**src/timer_pkg.sv**
```systemverilog
// Constants for the auto-reload / capture timer: register addresses,
// bit positions, reset values and prescale counts.
// Assumes the special function register port is 8 bits wide.
//
// Contract
// - Split bit clear: one 16-bit counter; at wrap, reload and set high flag. With capture set it wraps to zero instead of reloading.
// - 16-bit mode: interrupt on every full overflow while enabled.
// - 16-bit mode: with low enable too, request interrupt on low-byte wrap.
// - Split bit set: two 8-bit timers, each reloading from its own byte.
// - Split mode: run bit gates high byte only; low byte always counts.
// - Byte clock: system clock if its select is 1, else /12 or ext/8.
// - External clock /8 is synchronised before it advances the timer.
// - High flag set on high-byte wrap; low flag set on low-byte wrap.
// - Split mode: interrupt on high wrap; also low wrap when low enable set.
// - Hardware never clears overflow flags; software clears and checks both.
// - Low flag sets on every low-byte wrap in either mode.
// - Capture bit 4: each capture copies count to reload, sets high flag.
// - Capture event on each falling edge of external clock divided by eight.
// - Capture mode: low byte counts on system clock or system clock divided by twelve.
// - Control bits: 7 high flag, 6 low flag, 5,4,3,2, 0 clock select.
// - Control bit 1 unused: reads zero, writes ignored.
// - Clock config bit 5 high-byte select, bit 4 low; bit 5 split only.
// - High reload at 0xCB, counter bytes 0xCC/0xCD, read/write, reset zero.

`default_nettype none

package timer_pkg;

    // Special function register addresses
    localparam logic [7:0] ADDR_CONTROL = 8'hC8;
    localparam logic [7:0] ADDR_RELOAD_LOW = 8'hCA;
    localparam logic [7:0] ADDR_RELOAD_HIGH = 8'hCB;
    localparam logic [7:0] ADDR_COUNT_LOW = 8'hCC;
    localparam logic [7:0] ADDR_COUNT_HIGH = 8'hCD;
    localparam logic [7:0] ADDR_CLOCK_CONFIG = 8'h8E;

    // Control register fields
    localparam int CTL_HIGH_FLAG = 7;
    localparam int CTL_LOW_FLAG = 6;
    localparam int CTL_LOW_IE = 5;
    localparam int CTL_CAPTURE = 4;
    localparam int CTL_SPLIT = 3;
    localparam int CTL_RUN = 2;
    localparam int CTL_XCLK = 0;
    localparam logic [7:0] CTL_WRITE_MASK = 8'hFD;

    // Clock configuration fields owned by this timer
    localparam int CKC_HIGH_SEL = 5;
    localparam int CKC_LOW_SEL = 4;
    localparam logic [7:0] CKC_OWN_MASK = 8'h30;

    // Reset and wrap values
    localparam logic [7:0] RESET_BYTE = 8'h00;
    localparam logic [7:0] BYTE_MAX = 8'hFF;
    localparam logic [7:0] BYTE_ONE = 8'h01;

    // Timebase division figures
    localparam int SYS_PRESCALE = 12;
    localparam int EXT_DIVIDE = 8;

endpackage

`default_nettype wire
```
**src/auto_reload_capture_timer.sv**
```systemverilog
// Auto-reload / capture timer reached through special function registers.
// Assumes one register write per cycle on the port; reads are registered.
`timescale 1ns/1ps
`default_nettype none

module auto_reload_capture_timer (
    input wire logic clock,
    input wire logic sys_rst,
    input wire logic ext_osc,
    input wire logic timer_interrupt_enable,
    input wire logic [7:0] sfr_addr,
    input wire logic sfr_wr,
    input wire logic [7:0] sfr_wdata,
    output logic [7:0] sfr_rdata,
    output logic irq
);

    logic [7:0] timer_control_r;
    logic [7:0] clock_configuration_register_r;
    logic [7:0] reload_low_byte_r;
    logic [7:0] reload_high_byte_r;
    logic [7:0] counter_low_byte_r;
    logic [7:0] counter_high_byte_r;

    wire tick_div12;
    wire tick_ext8;

    // Shared prescaler and external clock divider
    timebase_ticks #(
        .PRESCALE(timer_pkg::SYS_PRESCALE),
        .EXT_DIV(timer_pkg::EXT_DIVIDE)
    ) u_ticks (
        .clock(clock),
        .sys_rst(sys_rst),
        .ext_osc(ext_osc),
        .tick_div12(tick_div12),
        .tick_ext8(tick_ext8)
    );

    // Byte clock choice: system clock, /12, or external /8
    function automatic logic pick_tick(input logic sel_sys,
                                       input logic xclk,
                                       input logic t12,
                                       input logic t8);
        pick_tick = sel_sys | (xclk ? t8 : t12);
    endfunction

    // Control fields
    wire high_flag = timer_control_r[timer_pkg::CTL_HIGH_FLAG];
    wire low_flag = timer_control_r[timer_pkg::CTL_LOW_FLAG];
    wire low_interrupt_enable = timer_control_r[timer_pkg::CTL_LOW_IE];
    wire capture_enable = timer_control_r[timer_pkg::CTL_CAPTURE];
    wire split_mode_bit = timer_control_r[timer_pkg::CTL_SPLIT];
    wire run_bit = timer_control_r[timer_pkg::CTL_RUN];
    wire external_clock_select = timer_control_r[timer_pkg::CTL_XCLK];
    wire high_byte_clock_select =
        clock_configuration_register_r[timer_pkg::CKC_HIGH_SEL];
    wire low_byte_clock_select =
        clock_configuration_register_r[timer_pkg::CKC_LOW_SEL];

    // Register write decode
    wire wr_control = sfr_wr & (sfr_addr == timer_pkg::ADDR_CONTROL);
    wire wr_clock_cfg = sfr_wr & (sfr_addr == timer_pkg::ADDR_CLOCK_CONFIG);
    wire wr_reload_low = sfr_wr & (sfr_addr == timer_pkg::ADDR_RELOAD_LOW);
    wire wr_reload_high = sfr_wr & (sfr_addr == timer_pkg::ADDR_RELOAD_HIGH);
    wire wr_count_low = sfr_wr & (sfr_addr == timer_pkg::ADDR_COUNT_LOW);
    wire wr_count_high = sfr_wr & (sfr_addr == timer_pkg::ADDR_COUNT_HIGH);

    // Tick selection; in capture mode the low byte never counts on the measured clock
    wire normal_low_tick = pick_tick(low_byte_clock_select,
                                     external_clock_select,
                                     tick_div12, tick_ext8);
    wire capture_low_tick = pick_tick(low_byte_clock_select, 1'b0,
                                      tick_div12, tick_ext8);
    wire low_tick = capture_enable ? capture_low_tick : normal_low_tick;
    // High select only matters when the bytes run apart
    wire high_tick = pick_tick(high_byte_clock_select,
                               external_clock_select,
                               tick_div12, tick_ext8);

    // Increment enables per mode
    wire low_inc = split_mode_bit ? low_tick : (run_bit & low_tick);
    wire low_roll = low_inc & (counter_low_byte_r == timer_pkg::BYTE_MAX);
    wire high_inc = split_mode_bit ? (run_bit & high_tick) : low_roll;
    wire high_roll = high_inc & (counter_high_byte_r == timer_pkg::BYTE_MAX);

    // Reload decisions; a 16-bit capture run wraps freely so deltas stay valid
    wire full_reload = ~split_mode_bit & high_roll & ~capture_enable;
    wire low_reload = split_mode_bit ? low_roll : full_reload;
    wire high_reload = split_mode_bit ? high_roll : full_reload;
    wire capture_event = capture_enable & tick_ext8;

    // Next counter values; a software write beats the count
    wire [7:0] low_count_nxt =
        wr_count_low ? sfr_wdata :
        low_reload ? reload_low_byte_r :
        low_inc ? counter_low_byte_r + timer_pkg::BYTE_ONE :
        counter_low_byte_r;
    wire [7:0] high_count_nxt =
        wr_count_high ? sfr_wdata :
        high_reload ? reload_high_byte_r :
        high_inc ? counter_high_byte_r + timer_pkg::BYTE_ONE :
        counter_high_byte_r;

    // Capture overrides a same-cycle software write of the reload pair
    wire [7:0] reload_low_nxt =
        capture_event ? counter_low_byte_r :
        wr_reload_low ? sfr_wdata : reload_low_byte_r;
    wire [7:0] reload_high_nxt =
        capture_event ? counter_high_byte_r :
        wr_reload_high ? sfr_wdata : reload_high_byte_r;

    // Flag set events; hardware has no clear path
    wire high_set = high_roll | capture_event;
    wire low_set = low_roll;
    wire [7:0] control_written =
        wr_control ? (sfr_wdata & timer_pkg::CTL_WRITE_MASK) :
        timer_control_r;
    wire [7:0] flag_set_bits = {high_set, low_set, 6'h00};
    // Set wins over a software clear in the same cycle
    wire [7:0] control_nxt = control_written | flag_set_bits;

    wire [7:0] clock_cfg_nxt =
        wr_clock_cfg ? (sfr_wdata & timer_pkg::CKC_OWN_MASK) :
        clock_configuration_register_r;

    // Interrupt condition: high flag always, low flag only when enabled
    wire irq_nxt = timer_interrupt_enable &
        (high_flag | (low_flag & low_interrupt_enable));

    // Read mux; unmapped addresses return zero
    wire [7:0] read_mux =
        (sfr_addr == timer_pkg::ADDR_CONTROL) ? timer_control_r :
        (sfr_addr == timer_pkg::ADDR_CLOCK_CONFIG) ?
            clock_configuration_register_r :
        (sfr_addr == timer_pkg::ADDR_RELOAD_LOW) ? reload_low_byte_r :
        (sfr_addr == timer_pkg::ADDR_RELOAD_HIGH) ? reload_high_byte_r :
        (sfr_addr == timer_pkg::ADDR_COUNT_LOW) ? counter_low_byte_r :
        (sfr_addr == timer_pkg::ADDR_COUNT_HIGH) ? counter_high_byte_r :
        timer_pkg::RESET_BYTE;

    // Counter bytes
    always_ff @(posedge clock) begin
        if (sys_rst) begin
            counter_low_byte_r <= timer_pkg::RESET_BYTE;
            counter_high_byte_r <= timer_pkg::RESET_BYTE;
        end else begin
            counter_low_byte_r <= low_count_nxt;
            counter_high_byte_r <= high_count_nxt;
        end
    end

    // Reload pair, shared with capture results
    always_ff @(posedge clock) begin
        if (sys_rst) begin
            reload_low_byte_r <= timer_pkg::RESET_BYTE;
            reload_high_byte_r <= timer_pkg::RESET_BYTE;
        end else begin
            reload_low_byte_r <= reload_low_nxt;
            reload_high_byte_r <= reload_high_nxt;
        end
    end

    // Control and clock configuration
    always_ff @(posedge clock) begin
        if (sys_rst) begin
            timer_control_r <= timer_pkg::RESET_BYTE;
            clock_configuration_register_r <= timer_pkg::RESET_BYTE;
        end else begin
            timer_control_r <= control_nxt;
            clock_configuration_register_r <= clock_cfg_nxt;
        end
    end

    // Registered outputs: read data and level interrupt request
    always_ff @(posedge clock) begin
        if (sys_rst) begin
            sfr_rdata <= timer_pkg::RESET_BYTE;
            irq <= 1'b0;
        end else begin
            sfr_rdata <= read_mux;
            irq <= irq_nxt;
        end
    end

endmodule

`default_nettype wire

```
**src/timebase_ticks.sv**
```systemverilog
// Timebase for the timer: one-cycle ticks at system clock / 12 and at
// external oscillator / 8, both on the system clock.
// Assumes the external oscillator is slower than half the system clock.
`timescale 1ns/1ps
`default_nettype none

module timebase_ticks #(
    parameter int PRESCALE = timer_pkg::SYS_PRESCALE,
    parameter int EXT_DIV = timer_pkg::EXT_DIVIDE
) (
    input wire logic clock,
    input wire logic sys_rst,
    input wire logic ext_osc,
    output logic tick_div12,
    output logic tick_ext8
);

    localparam logic [3:0] PRE_LAST = 4'(PRESCALE - 1);
    localparam logic [2:0] EXT_LAST = 3'(EXT_DIV - 1);

    logic sync1_r;
    logic sync2_r;
    logic prev_r;
    logic [2:0] ext_cnt_r;
    logic [3:0] pre_cnt_r;
    wire ext_rise;
    wire pre_wrap;
    wire ext_wrap;

    // Two-stage synchroniser; only the second stage feeds logic
    always_ff @(posedge clock) begin
        if (sys_rst) begin
            sync1_r <= 1'b0;
            sync2_r <= 1'b0;
            prev_r <= 1'b0;
        end else begin
            sync1_r <= ext_osc;
            sync2_r <= sync1_r;
            prev_r <= sync2_r;
        end
    end

    assign ext_rise = sync2_r & ~prev_r;
    assign pre_wrap = (pre_cnt_r == PRE_LAST);
    // Divided clock falls as the counter wraps back to zero
    assign ext_wrap = ext_rise & (ext_cnt_r == EXT_LAST);

    // Free-running dividers
    always_ff @(posedge clock) begin
        if (sys_rst) begin
            pre_cnt_r <= 4'h0;
            ext_cnt_r <= 3'h0;
            tick_div12 <= 1'b0;
            tick_ext8 <= 1'b0;
        end else begin
            pre_cnt_r <= pre_wrap ? 4'h0 : pre_cnt_r + 4'h1;
            if (ext_rise)
                ext_cnt_r <= ext_cnt_r + 3'h1;
            tick_div12 <= pre_wrap;
            tick_ext8 <= ext_wrap;
        end
    end

endmodule

`default_nettype wire

```
**config.mk**
```make
export PLATFORM = sky130hd
export DESIGN_NAME = auto_reload_capture_timer
export DESIGN_NICKNAME = d
export VERILOG_FILES = /design/src/timer_pkg.sv /design/src/auto_reload_capture_timer.sv /design/src/timebase_ticks.sv
export SDC_FILE = /design/constraint.sdc
export NUM_CORES = 1
export LEC_CHECK = 0
export ABC_AREA = 1
export BUFFER_PORTS_ARGS = -buffer_cell sky130_fd_sc_hd__buf_2
export CORE_AREA = 2 2 83 85
export CTS_BUF_LIST = sky130_fd_sc_hd__clkbuf_4
export CTS_CLUSTER_DIAMETER = 120
export DETAILED_ROUTE_END_ITERATION = 12
export DIE_AREA = 0 0 85 87
export GPL_TIMING_DRIVEN = 0
export MAX_ROUTING_LAYER = met4
export PLACE_DENSITY = 0.73
export SLEW_MARGIN = 15
export SYNTH_ARGS = -nofsm -noshare
export SYNTH_HDL_FRONTEND = slang
export SYNTH_SLANG_ARGS = --single-unit
```
**constraint.sdc**
```tcl
create_clock -name clock -period 5.31 [get_ports clock]
set_clock_uncertainty 0.2 [all_clocks]
set_input_delay 0.531 -clock clock [delete_from_list [all_inputs] [get_ports clock]]
set_output_delay 0.531 -clock clock [all_outputs]
set_load 0.005 [all_outputs]
```
==> results.toml <==
[worst_setup_path]
endpoint_kind = "flop"
cp_data_arrival_time_ps = 2270
worstRegToRegCells = 10
crit_type = "reg2reg"
cp-start-kind = "flop"
r2r_start = "counter_high_byte_r[0]"
critPathRequiredTime_ps = 5410
path_max_fanout = 9
r2r_slack_ps = 3150
r2r-end = "counter_high_byte_r[5]"

[grt]
grt_pass1_vias = 3356
grt_use_total_pct = 28.57
grt_pass1_wl_um = 15880
grt.overflow.total = 0
antenna_found_initial = 0
grt_max_degree = 12

[clock_network]
clockRootBuffer = "clkbuf_4"
htreeDepth = 3
cts.clk_slew.worst_paths_ps = 120
clkLatencyLatePin_ps = 440
clock-sinks = 62
cts_buffer_depth = 2
cts_buffers = 9
cts_setup_buffers = 0
holdBufCountCts = 0
cts_tree = "yes"
cts_resized = 0

[flow_run]
drv_cap = 0

[synth]
syn-instance-count = 506
synthFlopType = "dfxtp_1"
netlist_area_um2 = 3488
synth.top_cell.area_share_pct = 35.58
syn-num-nets = 532
synth_cell_types = 41
synth-seq-area-share_pct = 35.58
ys_warn_count = 0
synth_edf_count = 0
async_flop_share_pct = 0
syn_avg_cell_area_um2 = 6.894
yosys_register_bits = 62
synthTopCellsByArea = "dfxtp_1 (36%), nand2_1 (10%), inv_1 (7.4%), a21oi_1 (6.5%), nor2_1 (5.2%)"
synth_area_leader_cell = "dfxtp_1"

[timing]
setup_viol = 0
tns_ps = 0
fin_crit_sh_pct = 40.70
maxSlewViolCount = 0
maxSlewHeadroom_pct = 60.45
rsz0062_at_grt = "no"
min_period_ps = 2161
hold_violations = 0
fmax_ghz = 0.4627
tightest_slew_ps = 593.3

[route]
vias = 3493
viasPerCell = 5.536
first_pass_iters = 5
wl_per_cell_um = 15.21
post-route-drc-count = 0
postRouteAntennaNets = 0
drt_iter0_markers = 297
wirelength_um = 9599

[placement]
portBuffers = 29
dp_hpwl_um = 7428
place_inst = 615
place_congestion = 0.9721

[worst_hold_path]
whs_endpoint = "u_ticks.sync1_r"
hold_depth = 3
hp-class = "in2reg"
hp-start = "ext_osc"

[power_and_ir_drop]
p_leak_nw = 1.586
powerDensity_nw_per_um2 = 242.6
power_mw = 0.9495
ir_worst_vdd_mv = 0.2026

[floorplan]
core-area_um2 = 6569
die_x_um = 85
ios = 30
dieHeight_um = 87
dieArea_um2 = 7395
rows = 30
start_util_pct = 53.10

[cells_and_area]
final_cell_mix = "nand2_1 (94), inv_1 (69), dfxtp_1 (62)"
final_common_cell = "nand2_1"
finalNonFillerCells = 631
fill_cells = 638
area_delta_synth_final_pct = 12.20
fin_nets = 572
layout-drive-gt1-share_pct = 18.69
diodes = 0

[status]
status = "complete, no violations"
cell families after synthesis:
kind of cell	count (synthesis)	synth area share, %
AND/OR/NAND/NOR	213	30.17
AO/OA/AOI/OAI	116	18.87
buffers and inverters	99	10.83
flip-flops	62	35.58
XOR/XNOR	11	2.762
adder cells (fa/ha/maj)	5	1.793
synthesized netlist by cell type, drive strengths merged (4+ instances only):
master    n
xor2     10
ha        5
o211ai    5
nand3    32
clkbuf    8
nand4     6
nand2   109
o22ai     8
a21oi    46
a221oi    5
nor2     58
o21ai    42
a31oi     4
dfxtp    62
inv      88
worst max path at each step:
stage	slack, ps	to	start
floorplan	3430	timer_control_r[7]	sfr_addr[5]
global route	2970	counter_high_byte_r[1]	counter_low_byte_r[0]
global placement	3130	timer_control_r[7]	sfr_addr[5]
CTS	3170	counter_high_byte_r[1]	counter_low_byte_r[0]
finish	3150	counter_high_byte_r[5]	counter_high_byte_r[0]
detailed placement	3060	timer_control_r[7]	sfr_addr[5]
power breakdown:
part	internal [mW]	switching, mW
logic	0.0150	0.0354
clock network	0.236	0.192
registers	0.469	0.00236
final cells by class:
| type | count | area [um2] | share of cell area [%] |
|---|---|---|---|
| Buffer | 10 | 42.54 | 1.087 |
| Clock buffer | 9 | 67.56 | 1.726 |
| Clock inverter | 7 | 112.6 | 2.877 |
| Inverter | 89 | 335.3 | 8.568 |
| Multi-Input combinational cell | 345 | 1869 | 47.76 |
| Sequential cell | 62 | 1241 | 31.71 |
| Tap cell | 80 | 100.1 | 2.558 |
| Timing Repair Buffer | 29 | 145.1 | 3.708 |
metrics by stage:
stage          instance area, um2  util, %  setup slack (ps)  hold WS (ps)
2_1_floorplan                3488        -              3434         188.3
5_1_grt                      3914    59.58              2971         97.32
4_1_cts                      3914    59.58              3168         102.7
3_3_place_gp                 3734    56.84              3130         213.3
6_report                     3914    59.58              3149         102.9
3_5_place_dp                 3734    56.84              3056         208.4
metal layers:
metal,global-route usage (%),wire (um)
met4,12.84,342
met2,46.88,4542
met5,-,0
met1,33.57,4098
met3,6.445,615
critical path: stages (launching register included):
cell and delay, ps:
dfxtp_1 440, ha_1 220, nand3_1 140, nor2_2 140
nand2_1 140, inv_2 140, nand4_4 190, nand2_1 210
nand2_1 70, nand3_1 70, a21oi_1 70
registers in the layout, indices dropped and copies added, names as in the netlist, 2 cells and up:
signal and flops:
reload_high_byte_r 8, reload_low_byte_r 8, timer_control_r 7, clock_configuration_register_r 2
sfr_rdata 8, counter_high_byte_r 8, u_ticks.pre_cnt_r 4, u_ticks.ext_cnt_r 3
counter_low_byte_r 8
No activity file was read; power rests on OpenSTA's default activity.
